File: src/hdl/swg_pkg.sv
// Purpose: shared constants and types for the serial eeprom write guard
// Assumes: spi mode 0 or 3, msb first, 16-bit address, 8-bit data
// Notes: opcode values are parameters of plain default value
package swg_pkg;
   localparam int unsigned CLK_PERIOD_NS = 4;
   // self-timed write length
   localparam int unsigned WRITE_TIME_NS = 5000;
   localparam int unsigned WRITE_CYCLES = (WRITE_TIME_NS + CLK_PERIOD_NS - 1) / CLK_PERIOD_NS;
   localparam logic [7:0] OP_SET_LATCH = 8'h06;
   localparam logic [7:0] OP_CLEAR_LATCH = 8'h04;
   localparam logic [7:0] OP_READ_STATUS = 8'h05;
   localparam logic [7:0] OP_WRITE_STATUS = 8'h01;
   localparam logic [7:0] OP_READ = 8'h03;
   localparam logic [7:0] OP_WRITE = 8'h02;
   localparam int unsigned OPCODE_BITS = 8;
   localparam int unsigned STATUS_WR_BITS = 16;
   localparam int unsigned ARRAY_WR_MIN_BITS = 32;
   localparam int unsigned BYTE_BITS = 8;
   localparam int unsigned STATUS_READY_POS = 0;
   localparam int unsigned STATUS_LATCH_POS = 1;
   localparam logic [7:0] STATUS_RESET = 8'h00;

   typedef enum logic [1:0] {
      SWG_WR_NONE,
      SWG_WR_ARRAY,
      SWG_WR_STATUS
   } swg_wr_kind_e;

   typedef struct packed {
      logic sel_start;
      logic sel_end;
      logic sck_rise;
      logic sck_fall;
      logic sdi;
   } swg_link_s;
endpackage : swg_pkg

File: src/hdl/swg_sync.sv
// Purpose: two-flop synchroniser with edge detect on the synced level
// Assumes: input asynchronous to clk_i
// Notes: the first stage is read only by the second stage
`timescale 1ns/1ps
module swg_sync #(
   parameter logic RESET_VAL = 1'b0
) (
   input wire logic clk_i,
   input wire logic rst_n_i,
   input wire logic async_i,
   output logic level_o,
   output logic rise_o,
   output logic fall_o
);
   logic meta_q, meta_d, sync_q, sync_d, last_q, last_d;

   // next values: plain shift
   always_comb begin
      meta_d = async_i;
      sync_d = meta_q;
      last_d = sync_q;
   end

   always_ff @(posedge clk_i or negedge rst_n_i) begin
      if (!rst_n_i) begin
         meta_q <= RESET_VAL;
         sync_q <= RESET_VAL;
         last_q <= RESET_VAL;
      end else begin
         meta_q <= meta_d;
         sync_q <= sync_d;
         last_q <= last_d;
      end
   end

   assign level_o = sync_q;
   assign rise_o = sync_q & ~last_q;
   assign fall_o = ~sync_q & last_q;
endmodule : swg_sync

File: src/hdl/swg_guard.sv
// Purpose: command acceptance and write guard of a serial eeprom
// Assumes: rst_n_i mirrors the power-on reset indication
// Notes: array storage itself lies outside; write_start_o launches it
//
// Behaviour
// - standby on reset release, reset on reassertion
// - latch cleared and standby after reset
// - no instruction before chip select seen low
// - completed write clears the write latch
// - self-timed write starts at select rise
// - array commands ignored while write runs
// - invalid opcode ignored, output stays released
// - set-latch then select high sets latch
// - clear-latch instruction clears the write latch
// - only status read served while busy
`timescale 1ns/1ps
module swg_guard
   import swg_pkg::*;
#(
   parameter int unsigned WRITE_CYCLES_P = WRITE_CYCLES
) (
   input wire logic clk_i,
   input wire logic rst_n_i,
   input wire logic cs_n_i,
   input wire logic sck_i,
   input wire logic sdi_i,
   output logic sdo_o,
   output logic sdo_oe_o,
   output logic write_latch_flag_o,
   output logic busy_o,
   output logic standby_o,
   output logic write_start_o,
   output logic write_is_status_o,
   output logic [15:0] write_addr_o,
   output logic [7:0] write_data_o,
   output logic [7:0] status_wr_o
);
   // refuse a zero write time, which would never raise busy
   if (WRITE_CYCLES_P < 1) begin : g_bad_write_cycles
      $error("write time must be at least one cycle");
   end

   swg_link_s link;
   logic cs_lvl;
   logic sck_lvl;
   logic sdi_lvl;

   // all three host pins are outside the clock domain
   swg_sync #(.RESET_VAL(1'b1)) u_cs (
      .clk_i(clk_i), .rst_n_i(rst_n_i), .async_i(cs_n_i),
      .level_o(cs_lvl), .rise_o(link.sel_end), .fall_o(link.sel_start));
   swg_sync #(.RESET_VAL(1'b0)) u_sck (
      .clk_i(clk_i), .rst_n_i(rst_n_i), .async_i(sck_i),
      .level_o(sck_lvl), .rise_o(link.sck_rise), .fall_o(link.sck_fall));
   swg_sync #(.RESET_VAL(1'b0)) u_sdi (
      .clk_i(clk_i), .rst_n_i(rst_n_i), .async_i(sdi_i),
      .level_o(sdi_lvl), .rise_o(), .fall_o());
   assign link.sdi = sdi_lvl;

   logic armed_q, armed_d;          // select seen low since reset
   logic active_q, active_d;        // inside an accepted selection
   logic latch_q, latch_d;
   logic [5:0] bits_q, bits_d;      // saturating bit count
   logic [7:0] op_q, op_d;
   logic [15:0] addr_q, addr_d;
   logic [7:0] data_q, data_d;
   logic [7:0] shift_q, shift_d;
   logic [2:0] sub_q, sub_d;        // bit within current data byte
   logic [7:0] out_q, out_d;
   logic oe_q, oe_d;
   logic [31:0] busy_cnt_q, busy_cnt_d;
   logic start_q, start_d;
   logic is_stat_q, is_stat_d;
   swg_wr_kind_e kind;
   logic [7:0] status_now;
   logic bad_op;

   // live status image: ready bit high while a write runs
   always_comb begin
      status_now = STATUS_RESET;
      status_now[STATUS_READY_POS] = (busy_cnt_q != 32'h0);
      status_now[STATUS_LATCH_POS] = latch_q;
   end

   // a write is kept only if the clock count ends on a whole byte
   always_comb begin
      kind = SWG_WR_NONE;
      if (op_q == OP_WRITE && bits_q >= 6'(ARRAY_WR_MIN_BITS) && sub_q == 3'h0)
         kind = SWG_WR_ARRAY;
      else if (op_q == OP_WRITE_STATUS && bits_q == 6'(STATUS_WR_BITS))
         kind = SWG_WR_STATUS;
   end

   assign bad_op = (op_q != OP_SET_LATCH) && (op_q != OP_CLEAR_LATCH) && (op_q != OP_READ_STATUS)
                   && (op_q != OP_WRITE_STATUS) && (op_q != OP_READ) && (op_q != OP_WRITE);

   // serial engine next state
   always_comb begin
      armed_d = armed_q;
      active_d = active_q;
      latch_d = latch_q;
      bits_d = bits_q;
      op_d = op_q;
      addr_d = addr_q;
      data_d = data_q;
      shift_d = shift_q;
      sub_d = sub_q;
      out_d = out_q;
      oe_d = oe_q;
      start_d = 1'b0;
      is_stat_d = is_stat_q;
      busy_cnt_d = (busy_cnt_q != 32'h0) ? busy_cnt_q - 32'h1 : 32'h0;
      if (busy_cnt_q == 32'h1) begin
         latch_d = 1'b0;
      end
      if (link.sel_start) begin
         armed_d = 1'b1;
         active_d = 1'b1;
         bits_d = 6'h0;
         sub_d = 3'h0;
         oe_d = 1'b0;
      end else if (link.sel_end && active_q) begin
         active_d = 1'b0;
         oe_d = 1'b0;
         if (busy_cnt_q == 32'h0 && bits_q == 6'(OPCODE_BITS)) begin
            if (op_q == OP_SET_LATCH) latch_d = 1'b1;
            if (op_q == OP_CLEAR_LATCH) latch_d = 1'b0;
         end
         // without the latch nothing is launched; wrong counts are dropped
         if (busy_cnt_q == 32'h0 && latch_q && kind != SWG_WR_NONE) begin
            start_d = 1'b1;
            is_stat_d = (kind == SWG_WR_STATUS);
            busy_cnt_d = 32'(WRITE_CYCLES_P);
         end
      end else if (active_q && armed_q && !cs_lvl) begin
         if (link.sck_rise) begin
            if (bits_q != 6'h3f) bits_d = bits_q + 6'h1;
            shift_d = {shift_q[6:0], link.sdi};
            if (bits_q < 6'(OPCODE_BITS)) begin
               op_d = {op_q[6:0], link.sdi};
            end else if (busy_cnt_q != 32'h0) begin
               // programming uses address and data until it ends, so a new command must not touch them
               addr_d = addr_q;
            end else if (op_q == OP_WRITE && bits_q < 6'(OPCODE_BITS + 16)) begin
               addr_d = {addr_q[14:0], link.sdi};
            end else begin
               sub_d = sub_q + 3'h1;
               if (sub_q == 3'h7) data_d = {shift_q[6:0], link.sdi};
            end
         end
         // status read answered even while busy; others silent then
         if (link.sck_fall && bits_q == 6'(OPCODE_BITS)) begin
            if (op_q == OP_READ_STATUS) begin
               out_d = status_now;
               oe_d = 1'b1;
            end else if (bad_op || busy_cnt_q != 32'h0) begin
               oe_d = 1'b0;
            end
         end else if (link.sck_fall && oe_q) begin
            out_d = {out_q[6:0], 1'b0};
         end
      end
   end

   // reset value: latch clear, idle, output released
   always_ff @(posedge clk_i or negedge rst_n_i) begin
      if (!rst_n_i) begin
         armed_q <= 1'b0;
         active_q <= 1'b0;
         latch_q <= 1'b0;
         bits_q <= 6'h0;
         op_q <= 8'h00;
         addr_q <= 16'h0000;
         data_q <= 8'h00;
         shift_q <= 8'h00;
         sub_q <= 3'h0;
         out_q <= 8'h00;
         oe_q <= 1'b0;
         busy_cnt_q <= 32'h0;
         start_q <= 1'b0;
         is_stat_q <= 1'b0;
      end else begin
         armed_q <= armed_d;
         active_q <= active_d;
         latch_q <= latch_d;
         bits_q <= bits_d;
         op_q <= op_d;
         addr_q <= addr_d;
         data_q <= data_d;
         shift_q <= shift_d;
         sub_q <= sub_d;
         out_q <= out_d;
         oe_q <= oe_d;
         busy_cnt_q <= busy_cnt_d;
         start_q <= start_d;
         is_stat_q <= is_stat_d;
      end
   end

   assign sdo_o = out_q[7];
   assign sdo_oe_o = oe_q;
   assign write_latch_flag_o = latch_q;
   assign busy_o = (busy_cnt_q != 32'h0);
   assign standby_o = !active_q && (busy_cnt_q == 32'h0);
   assign write_start_o = start_q;
   assign write_is_status_o = is_stat_q;
   assign write_addr_o = addr_q;
   assign write_data_o = data_q;
   // a status write carries its byte through the data shifter, not the address
   assign status_wr_o = data_q;
endmodule : swg_guard

File: config.mk
export PLATFORM = sky130hd
export DESIGN_NAME = swg_guard
export DESIGN_NICKNAME = d
export VERILOG_FILES = /design/src/hdl/swg_pkg.sv /design/src/hdl/swg_sync.sv /design/src/hdl/swg_guard.sv
export SDC_FILE = /design/constraint.sdc
export NUM_CORES = 1
export LEC_CHECK = 0
export ABC_AREA = 1
export BUFFER_PORTS_ARGS = -buffer_cell sky130_fd_sc_hd__buf_2
export CAP_MARGIN = 20
export CORE_AREA = 2 2 91 93
export CTS_CLUSTER_SIZE = 20
export DETAILED_ROUTE_END_ITERATION = 16
export DIE_AREA = 0 0 93 95
export GPL_TIMING_DRIVEN = 1
export PLACE_DENSITY = 0.87
export SETUP_SLACK_MARGIN = 0.4
export SLEW_MARGIN = 20
export SYNTH_ARGS = -nofsm -noshare
export SYNTH_HDL_FRONTEND = slang
export SYNTH_SLANG_ARGS = --single-unit
File: constraint.sdc
create_clock -name clk_i -period 3.6 [get_ports clk_i]
set_clock_uncertainty 0.05 [all_clocks]
set_input_delay 0.72 -clock clk_i [delete_from_list [all_inputs] [get_ports clk_i]]
set_output_delay 0.72 -clock clk_i [all_outputs]
set_load 0.005 [all_outputs]
==> implementation parameters, run 1 <==
Parameter                              Value

Setup path
  Chain of cells forming the critical path ... inv_1 > ha_1 > nand2_4 > nor2_8 > nand2_2 > nor2_4 > inv_2 > nor2_1 > buf_2
  Worst r2r path cells ... 8
  Endpoint class of the critical path ... primary output
  Source of the worst register-to-register timing path ... u_cs.level_o
  Maximum fanout along the worst path ... 12
  Library cell contributing the largest single delay on the critical path ... dfrtp_1
  Top delay family on crit path ... simple AND/OR/NAND/NOR gates
  Crit path largest cell delay ... between 400 and 500 ps
  Required time at the endpoint of the critical path ... 2830 ps
  Data arrival time at the worst-slack endpoint ... roughly 2000 ps
  Buffers & Inverters on Critical Path ... 3
  R2r endpoint ... write_addr_o[6]
  Setup slack of the most critical reg-to-reg path ... 1220 ps
  Class of the most critical setup path ... flip-flop to primary output
  CP startpoint kind ... flip-flop

Outcome
  Outcome ... finished, final reports clean

Synth
  Ranking of synthesized cells by instance count ... nand2_1, dfrtp_1, nor2_1
  #FFs+latches synth ... 102
  EDFF count, synth ... 0
  Synth cell types ... 40
  Post-Synthesis Mean Instance Area ... between 8 and 9 um2
  Share of the synthesized area in the top cell type ... 50.19%
  Net count after synthesis ... 588
  Number of warnings reported in the yosys synthesis log ... 0
  Sequential element share of the synthesized area ... 51.79%
  Post-Syn Area ... around 4900 um2
  Most frequently used cell type in the post-synthesis netlist ... nand2_1
  Number of instances in the synthesized netlist ... 576
  Async set or reset register ratio after synthesis ... between 90% and 100%
  Cell types with the largest area share after synthesis ... dfrtp_1, nand2_1, nor2_1
  Top flip-flop cell by instance count after synthesis ... dfrtp_1
  Cell accounting for the most synthesized area ... dfrtp_1

Floorplanning
  IO Count ... 44
  Initial core utilization ... 62.26%
  Area of the core region ... 7928 um2
  Chip width ... 93 um
  Die Height ... 95 um
  Core Rows ... 33
  Area enclosed by the die boundary ... 8835 um2

Power
  Leakage power summed over all cells ... 3.028 nW
  Peak VDD IR ... around 0.00025 V
  Power density normalized to cell area ... about 380 nW/um2

CTS
  CTS tree ... built
  Number of clock sinks seen by CTS ... 102
  CTS root buf ... clkbuf_8
  Number of setup buffers added after CTS ... 0
  Clock transition at the register clock pins on the worst setup and hold paths after CTS ... 110 ps
  Number of buffers inserted by hold repair at cts ... 0
  Number of H-tree branching levels ... 3
  Quantity of gates resized following cts ... 0
  Clock insertion delay at the later pin of the skew report ... 380 ps
  Deepest clock path buffer count ... 2
  Number of buffers inserted during clock tree synthesis ... 9

Route
  Initial DRC Count ... 182
  Final WL ... between 9000 and 10000 um
  Number of vias in the routed layout ... 3871
  First-pass detailed-route iteration total ... 4
  Residual antenna-violating net count after detailed routing ... 0
  Vias per cell ... between 5 and 6
  DRC ... 0
  Post-detailed-route wirelength per cell ... 13.24 um

Timing
  Number of max-slew violations in the final report ... 0
  Setup TNS after final layout ... 0 ps
  WHS ... 296.6 ps
  Setup-failing EPs final ... 0
  Worst Tran Pin Value ... 658.2 ps
  FMAX ... ~0.36 GHz
  Final cycle utilization of the critical path ... 77.24%
  Worst slew margin relative to its limit ... a little under three fifths
  Unrepaired setup endpoints after global routing ... false
  Final min period ... 2781 ps
  Count of final hold-check violations ... 0

GRT
  GRT Resource Usage Total ... 23.82%
  Antenna violations before repair ... 0
  Global-route wire length before repair ... 16700 um
  Remaining Overflow, GRT ... 0
  Vias in the first global route ... roughly 3800
  Maximum number of pins on one net before global-route repair ... 53

Place
  GP Congestion ... 0.8696
  Detailed placer's ending HPWL ... between 7000 and 8000 um
  Placed cell count ... between 700 and 800
  # port buffers ... 43

Flow run
  Number of maximum-capacitance violations ... 0

Final layout
  Layout-stage area growth over the synthesis result ... 8.897%
  Share of post-route cells with drive strength above 1 ... 16.50%
  FILL cells ... 643
  Non-filler cells in the finished layout ... ~720
  Number of inserted diodes ... 0
  Number of nets in the layout ... ~630

Worst hold path
  Type of the tightest min-delay check ... input pin to asynchronous set/reset pin
## per-layer routing
layer	vias to the layer above	wire length, um	GRT usage (%)
met5	-	0	0
met4	0	172	7.966
met3	16	306	5.427
met2	68	4948	40.88
met1	1860	4142	30.04
li1	1927	-	-
## layout make-up
class	count	area [um2]	share of cell area, %
clock inverters	7	73.82	1.373
repair buffers	46	240.2	4.469
well taps	105	131.4	2.444
flip-flops and latches	102	2556	47.56
inverters	57	214.0	3.980
clock buffers	9	123.9	2.304
multi-input cells	397	2036	37.87
## cells in the final DEF (no fill, tap or decap), types with 7 or more instances in the layout
cell / count
nor2_1: 78
a21oi_1: 17
clkbuf_8: 9
xor2_1: 9
nand3b_1: 9
nor3_1: 11
nor2_2: 7
o21ai_0: 29
buf_2: 42
nand2_1: 135
inv_1: 54
o21ai_2: 8
dfrtp_1: 99
nand3_1: 35
nand4_1: 15
ha_1: 7
## through the flow
stage	cell area, um2	utilization (%)	power [mW]	setup WS, ps
floorplan	4936	-	1.317	1385
global placement	5177	65.31	1.366	1327
detailed placement	5177	65.31	1.375	1221
CTS	5375	67.80	2.080	807.6
global route	5375	67.80	2.145	662.3
finish	5375	67.80	2.066	819.4
## report_power, final
part | switching, mW | total (mW) | internal (mW)
registers | 0.0273 | 1.20 | 1.18
clock network | 0.435 | 0.710 | 0.275
logic | 0.109 | 0.151 | 0.0426
## sequential cells by signal, indices dropped and copies added, names as in the netlist
name,cells
shift_q,7
u_sdi.level_o,1
write_is_status_o,1
sdo_oe_o,1
write_latch_flag_o,1
out_q,8
u_sck.level_o,1
bits_q,6
u_cs.meta_q,1
sub_q,3
u_sck.last_q,1
armed_q,1
u_sdi.meta_q,1
status_wr_o,8
u_sck.meta_q,1
busy_cnt_q,32
write_addr_o,16
u_cs.level_o,1
op_q,8
write_start_o,1
u_cs.last_q,1
active_q,1
## logic make-up after synthesis
kind of cell	after synthesis	synth area share, %
and+or+nand+nor	312	29.38
DFF	102	51.79
buffers and inverters	77	6.970
AOI/OAI and AO/OA	65	7.630
xor gates and xnor gates	10	1.775
adders and majority gates	7	1.774
muxes	3	0.6844
## worst max-delay path by stage
| stage | from | end | cells after the start |
|---|---|---|---|
| 2_1_floorplan | busy_cnt_q[0] | standby_o | 9 |
| 3_3_place_gp | busy_cnt_q[0] | standby_o | 9 |
| 3_5_place_dp | u_cs.level_o | write_addr_o[0] | 8 |
| 4_1_cts | busy_cnt_q[0] | standby_o | 9 |
| 5_1_grt | busy_cnt_q[0] | standby_o | 9 |
| 6_report | busy_cnt_q[0] | standby_o | 9 |
No activity file was read; power rests on OpenSTA's default activity.
==> run 2, diff against run 1 <==
CORE_AREA = 2 2 95 97   (was 2 2 91 93)
DIE_AREA = 0 0 97 99   (was 0 0 93 95)
PLACE_DENSITY = 0.81   (was 0.87)
clock period = 2.6 ns   (was 3.6 ns; I/O delays follow)
==> run 2 against run 1 <==
Against the previous run: combinational power grew 46%; sequential share of layout area fell by 4.6 points; critical path depth down 1; via count grew 11%; setup slack worse by 470 ps; hold slack worse by 190 ps; die area is 8.7% higher; final area up 11%; count of clock-buffer cells in the layout grew 1; core utilization is 1.9 points higher; critical endpoint unchanged.
==> implementation parameters, run 2 (synthesis results as in run 1) <==
Parameter                              Value

Route
  Vias per cell ... 5.487 (+2.5%)
  Post-detailed-route wirelength per cell ... 15.11 um (+14%)
  Final WL ... 11850 um (+24%)
  First-pass detailed-route iteration total ... 7 (+3)
  DRC ... 0 (unchanged)
  Initial DRC Count ... 247 (+36%)
  Number of vias in the routed layout ... 4302 (+11%)
  Residual antenna-violating net count after detailed routing ... 0 (unchanged)

CTS
  Number of buffers inserted by hold repair at cts ... 0 (unchanged)
  Deepest clock path buffer count ... 2 (unchanged)
  CTS tree ... built
  Number of H-tree branching levels ... 3 (unchanged)
  Number of buffers inserted during clock tree synthesis ... 9 (unchanged)
  Clock insertion delay at the later pin of the skew report ... 370 ps (about the same)
  CTS root buf ... clkbuf_8
  Clock transition at the register clock pins on the worst setup and hold paths after CTS ... 100 ps (about the same)
  Number of clock sinks seen by CTS ... 102 (unchanged)

Final layout
  Layout-stage area growth over the synthesis result ... 20.74%
  Commonest non-fill, non-tap cells in the layout ... nand2_1, dfrtp_1, nor2_1
  Non-filler cells in the finished layout ... 784 (+8.4%)
  Most common library cell in the layout ignoring fill and taps ... nand2_1
  Number of nets in the layout ... 683 (+9.3%)
  Total area of sequential cells ... 2557 um2 (about the same)
  Area of the multi-input gates ... 2151 um2 (+5.7%)
  Share of post-route cells with drive strength above 1 ... 27.07% (+11 points)
  Number of inserted diodes ... 0 (unchanged)
  FILL cells ... 615 (-4.4%)
  Register with the most flip-flops ... busy_cnt_q
  Number of flip-flops in the largest register ... 32 (unchanged)

Floorplanning
  Area of the core region ... 8551 um2 (+7.9%)
  Initial core utilization ... 57.73% (-4.5 points)
  Area enclosed by the die boundary ... 9603 um2 (+8.7%)
  IO Count ... 44 (unchanged)
  Die Height ... 99 um (+4.2%)
  Chip width ... 97 um (+4.3%)
  Core Rows ... 34 (+3.0%)

GRT
  Vias in the first global route ... 4038 (+7.3%)
  Remaining Overflow, GRT ... 0 (unchanged)
  GRT Resource Usage Total ... 23.90% (+0.081 points)
  Global-route wire length before repair ... 18760 um (+12%)
  Maximum number of pins on one net before global-route repair ... 49 (-7.5%)
  Antenna violations before repair ... 0 (unchanged)

Timing
  Setup-failing EPs final ... 0 (unchanged)
  Count of final hold-check violations ... 0 (unchanged)
  Unrepaired setup endpoints after global routing ... true
  Worst Tran Pin Value ... 626.2 ps (-31.93 ps)
  Number of max-slew violations in the final report ... 0 (unchanged)
  Final cycle utilization of the critical path ... 86.68%
  Worst slew margin relative to its limit ... 58.25% (+2.1 points)
  Final min period ... approximately 2300 ps
  Setup TNS after final layout ... 0 ps (unchanged)
  FMAX ... 0.4437 GHz
  Final setup margin ... 346.3 ps (-473.1 ps)

Place
  GP Congestion ... 0.8968 (+3.1%)
  # port buffers ... 43 (unchanged)
  Placed cell count ... 711 (+0.57%)
  Worst setup timing slack at the placement stage ... 358.8 ps (-862.7 ps)
  Detailed placer's ending HPWL ... 6791 um (-3.1%)

Setup path
  Buffers & Inverters on Critical Path ... 2 (-1)
  CP startpoint kind ... flip-flop
  Endpoint class of the critical path ... primary output
  Data arrival time at the worst-slack endpoint ... 1680 ps (-330 ps)
  Crit path largest cell delay ... 440 ps (+20 ps)
  Cell repeated most along the worst path ... nor2_4
  Required time at the endpoint of the critical path ... 2030 ps (-800 ps)
  Library cell contributing the largest single delay on the critical path ... dfrtp_1
  Maximum fanout along the worst path ... 4 (-8)
  Class of the most critical setup path ... flip-flop to primary output
  Top delay family on crit path ... simple AND/OR/NAND/NOR gates
  Chain of cells forming the critical path ... nor2_2 > nand2_2 > nor2_4 > nand2_2 > nor2_4 > inv_6 > nor2_4 > buf_2

Worst hold path
  Type of the tightest min-delay check ... input pin to asynchronous set/reset pin

Flow run
  Number of maximum-capacitance violations ... 0 (unchanged)

Outcome
  Outcome ... finished, final reports clean

Power
  Power density normalized to cell area ... 494.1 nW/um2 (+29%)
  Peak VDD IR ... 0.0003250 V (+28%)
  Leakage power summed over all cells ... 3.352 nW (+11%)
-- run 2: changes by cell type in the layout (fill, tap and decap cells not counted), sizes merged --
cell    change
buf        +57
bufinv      +1
clkbuf      +1
clkinv      -1
inv         -1
nand3       +1
-- run 2: report_power, final --
group	switching, mW	internal, mW	total [mW]
clock network	0.592	0.465	1.06
logic	0.155	0.0661	0.221
registers	0.0370	1.63	1.67
total	0.784	2.16	2.94
-- run 2: worst paths after layout --
path,cells past startpoint,from,endpoint,slack [ps]
min in group clk_i,1,cs_n_i,u_cs.meta_q,190
setup reg to reg,11,busy_cnt_q[4],busy_cnt_q[30],490
hold reg to reg,0,u_cs.meta_q,u_cs.level_o,310
hold / removal,1,rst_n_i,busy_cnt_q[20],110
setup / recovery,8,busy_cnt_q[20],standby_o,350
max in group asynchronous,2,rst_n_i,u_cs.level_o,1740
-- run 2: area by class of cell --
cell class	instances	share of cell area [%]
sequential	102	42.91
multi-input combinational	398	36.09
timing repair buffer	103	11.63
inverter	57	3.674
tap	108	2.267
clock buffer	10	2.141
clock inverter	6	1.281
-- run 2: stage by stage --
stage	instance area (um2)	hold WS [ps]	utilization (%)	power [mW]
floorplan	4936	174.4	-	1.824
global placement	5214	283.0	60.97	1.898
detailed placement	5214	290.5	60.97	1.907
CTS	5741	135.8	67.13	2.941
global route	5959	154.8	69.70	3.048
finish	5959	110.8	69.70	2.945
-- run 2: timing repair --
action / in CTS / in global routing
endpoints found under the setup margin: 28 / 48
pin swaps: 18 / 15
setup buffers: 35 / 21
cloned: 0 / 1
gates resized for setup: 20 / 15
-- run 2: routing by layer --
| layer | GRT usage [%] | up-vias | routed length, um |
|---|---|---|---|
| met5 | 0 | - | 0 |
| met4 | 8.776 | 0 | 217 |
| met3 | 5.674 | 25 | 612 |
| met2 | 38.94 | 159 | 5959 |
| met1 | 31.52 | 2069 | 5058 |
| li1 | - | 2049 | - |
==> run 3, diff against run 2 <==
CELL_PAD_IN_SITES_DETAIL_PLACEMENT = 1   (was default)
CELL_PAD_IN_SITES_GLOBAL_PLACEMENT = 1   (was default)
CORE_AREA = 2 2 108 110   (was 2 2 95 97)
DIE_AREA = 0 0 110 112   (was 0 0 97 99)
==> run 3 against run 2 <==
Against the previous run: die area is 28% higher; sequential cell count unchanged; non-clock buffer count shrank 18; global-route usage is 1.6 points lower; first-iteration DRC count fell by 49%; fmax is 0.26% lower; largest power group unchanged; highest routed layer unchanged.
==> implementation parameters, run 3 (synthesis results as in run 1) <==
Parameter                              Value

Setup path
  Data arrival time at the worst-slack endpoint ... 1690 ps (about the same)
  CP startpoint kind ... flip-flop
  Class of the most critical setup path ... flip-flop to primary output
  Endpoint class of the critical path ... primary output
  Maximum fanout along the worst path ... 5 (+1)
  Required time at the endpoint of the critical path ... 2030 ps (about the same)

Power
  Peak VDD IR ... 0.0003208 V (-1.3%)
  Leakage power summed over all cells ... 3.300 nW (-1.6%)
  Power density normalized to cell area ... 551.4 nW/um2 (+12%)

Route
  Post-detailed-route wirelength per cell ... 16.22 um (+7.3%)
  Vias per cell ... 5.207 (-5.1%)
  Residual antenna-violating net count after detailed routing ... 0 (unchanged)
  Number of vias in the routed layout ... 4171 (-3.0%)
  First-pass detailed-route iteration total ... 4 (-3)
  Initial DRC Count ... 127 (-49%)
  Final WL ... 12990 um (+9.7%)
  DRC ... 0 (unchanged)

Timing
  Number of max-slew violations in the final report ... 0 (unchanged)
  Final min period ... 2260 ps (+5.949 ps)
  Worst slew margin relative to its limit ... 49.40% (-8.8 points)
  FMAX ... 0.4425 GHz (-0.26%)
  Setup-failing EPs final ... 0 (unchanged)
  Final cycle utilization of the critical path ... 86.91% (+0.23 points)
  WHS ... 180.1 ps (+69.29 ps)
  Unrepaired setup endpoints after global routing ... true
  Worst Tran Pin Value ... 758.9 ps (+132.7 ps)
  Setup TNS after final layout ... 0 ps (unchanged)
  Count of final hold-check violations ... 0 (unchanged)

Worst hold path
  Type of the tightest min-delay check ... input pin to asynchronous set/reset pin

GRT
  Routing usage on met3 ... 3.454% (-2.2 points)
  Antenna violations before repair ... 0 (unchanged)
  GRT Resource Usage Total ... 22.34% (-1.6 points)
  Global-route wire length before repair ... 21570 um (+15%)
  Maximum number of pins on one net before global-route repair ... 56 (+14%)
  Global Route met2 Usage ... 38.32% (-0.62 points)
  Fraction of met1 tracks used by global routing ... 28.04% (-3.5 points)
  Vias in the first global route ... 4423 (+9.5%)
  Most heavily used metal layer in global routing ... met2
  Remaining Overflow, GRT ... 0 (unchanged)

CTS
  CTS root buf ... clkbuf_16
  Deepest clock path buffer count ... 2 (unchanged)
  Number of H-tree branching levels ... 3 (unchanged)
  CTS tree ... built
  Number of buffers inserted by hold repair at cts ... 0 (unchanged)
  Number of buffers inserted during clock tree synthesis ... 9 (unchanged)
  Number of clock sinks seen by CTS ... 102 (unchanged)
  Clock insertion delay at the later pin of the skew report ... 350 ps (-20 ps)
  Clock transition at the register clock pins on the worst setup and hold paths after CTS ... 70 ps (-30 ps)

Final layout
  Layout-stage area growth over the synthesis result ... 20.38%
  Most common library cell in the layout ignoring fill and taps ... nand2_1
  Number of flip-flops in the largest register ... 32 (unchanged)
  Register with the most flip-flops ... busy_cnt_q
  Number of inserted diodes ... 0 (unchanged)
  Area of the multi-input gates ... 2141 um2 (-0.47%)
  Share of post-route cells with drive strength above 1 ... 24.62% (-2.5 points)
  Commonest non-fill, non-tap cells in the layout ... nand2_1, dfrtp_1, nor2_1
  Total area of sequential cells ... 2556 um2 (about the same)
  Number of nets in the layout ... 665 (-2.6%)
  FILL cells ... 1333 (+120%)

Floorplanning
  Area enclosed by the die boundary ... 12320 um2 (+28%)
  Initial core utilization ... 44.17% (-14 points)
  IO Count ... 44 (unchanged)
  Area of the core region ... 11170 um2 (+31%)
  Core Rows ... 39 (+15%)
  Die Height ... 112 um (+13%)
  Chip width ... 110 um (+13%)

Flow run
  Number of maximum-capacitance violations ... 0 (unchanged)

Place
  GP Congestion ... 0.8066 (-10%)
  # port buffers ... 43 (unchanged)
  Detailed placer's ending HPWL ... 8128 um (+20%)

Outcome
  Outcome ... finished, final reports clean
## run 3: stage by stage
stage / total power, mW / worst slack [ps] / instances / instance area (um2) / utilization, %
after CTS: 3.304 / 368.8 / 791 / 5826 / 52.13
after floorplan: 1.824 / 584.7 / 576 / 4936 / -
after detailed placement: 1.919 / 254.0 / 746 / 5245 / 46.94
final: 3.276 / 340.4 / 801 / 5942 / 53.17
after global routing: 3.410 / 254.0 / 801 / 5942 / 53.17
after global placement: 1.904 / 354.4 / 746 / 5245 / 46.94
## run 3: where the power goes
group	total, mW	switching (mW)	internal, mW
combinational	0.225	0.161	0.0641
sequential	1.67	0.0388	1.63
clock	1.38	0.627	0.756
total	3.28	0.826	2.45
## run 3: timing repair
action / in CTS / in global routing
gates resized for setup: 22 / 10
buffers inserted: 29 / 9
gates cloned: 0 / 1
endpoints found under the setup margin: 36 / 40
pin swaps: 13 / 11
endpoints found under the hold margin: 0 / 0
## run 3: path summary, 6_finish.rpt
| kind | start | endpoint | slack (ps) | cells past startpoint |
|---|---|---|---|---|
| max | busy_cnt_q[0] | standby_o | 340 | 9 |
| min | rst_n_i | busy_cnt_q[13] | 180 | 1 |
| max reg2reg | busy_cnt_q[0] | sub_q[0] | 510 | 11 |
| min reg2reg | u_sdi.meta_q | u_sdi.level_o | 310 | 0 |
| max in group asynchronous | rst_n_i | write_addr_o[3] | 1610 | 2 |
| min in group clk_i | cs_n_i | u_cs.meta_q | 210 | 1 |
## run 3: final cells by class
class | instances | share of cell area (%)
flip-flops and latches | 102 | 43.02
inverters | 57 | 3.685
well taps | 143 | 3.011
clock inverters | 6 | 1.158
multi-input cells | 398 | 36.03
clock buffers | 10 | 3.853
repair buffers | 85 | 9.244
## run 3: worst max-delay path, cell delays in order (launching register included)
cell	delay [ps]
dfrtp_1	400
inv_2	100
ha_4	160
nand2_4	70
nor2_8	120
nand2_4	70
nor2_4	160
inv_6	60
nor2_4	80
buf_2	110
## run 3: per-layer routing
| metal | wire length [um] | vias to the layer above |
|---|---|---|
| met4 | 283 | 0 |
| met3 | 283 | 23 |
| li1 | - | 2007 |
| met5 | 0 | - |
| met2 | 6720 | 50 |
| met1 | 5703 | 2091 |
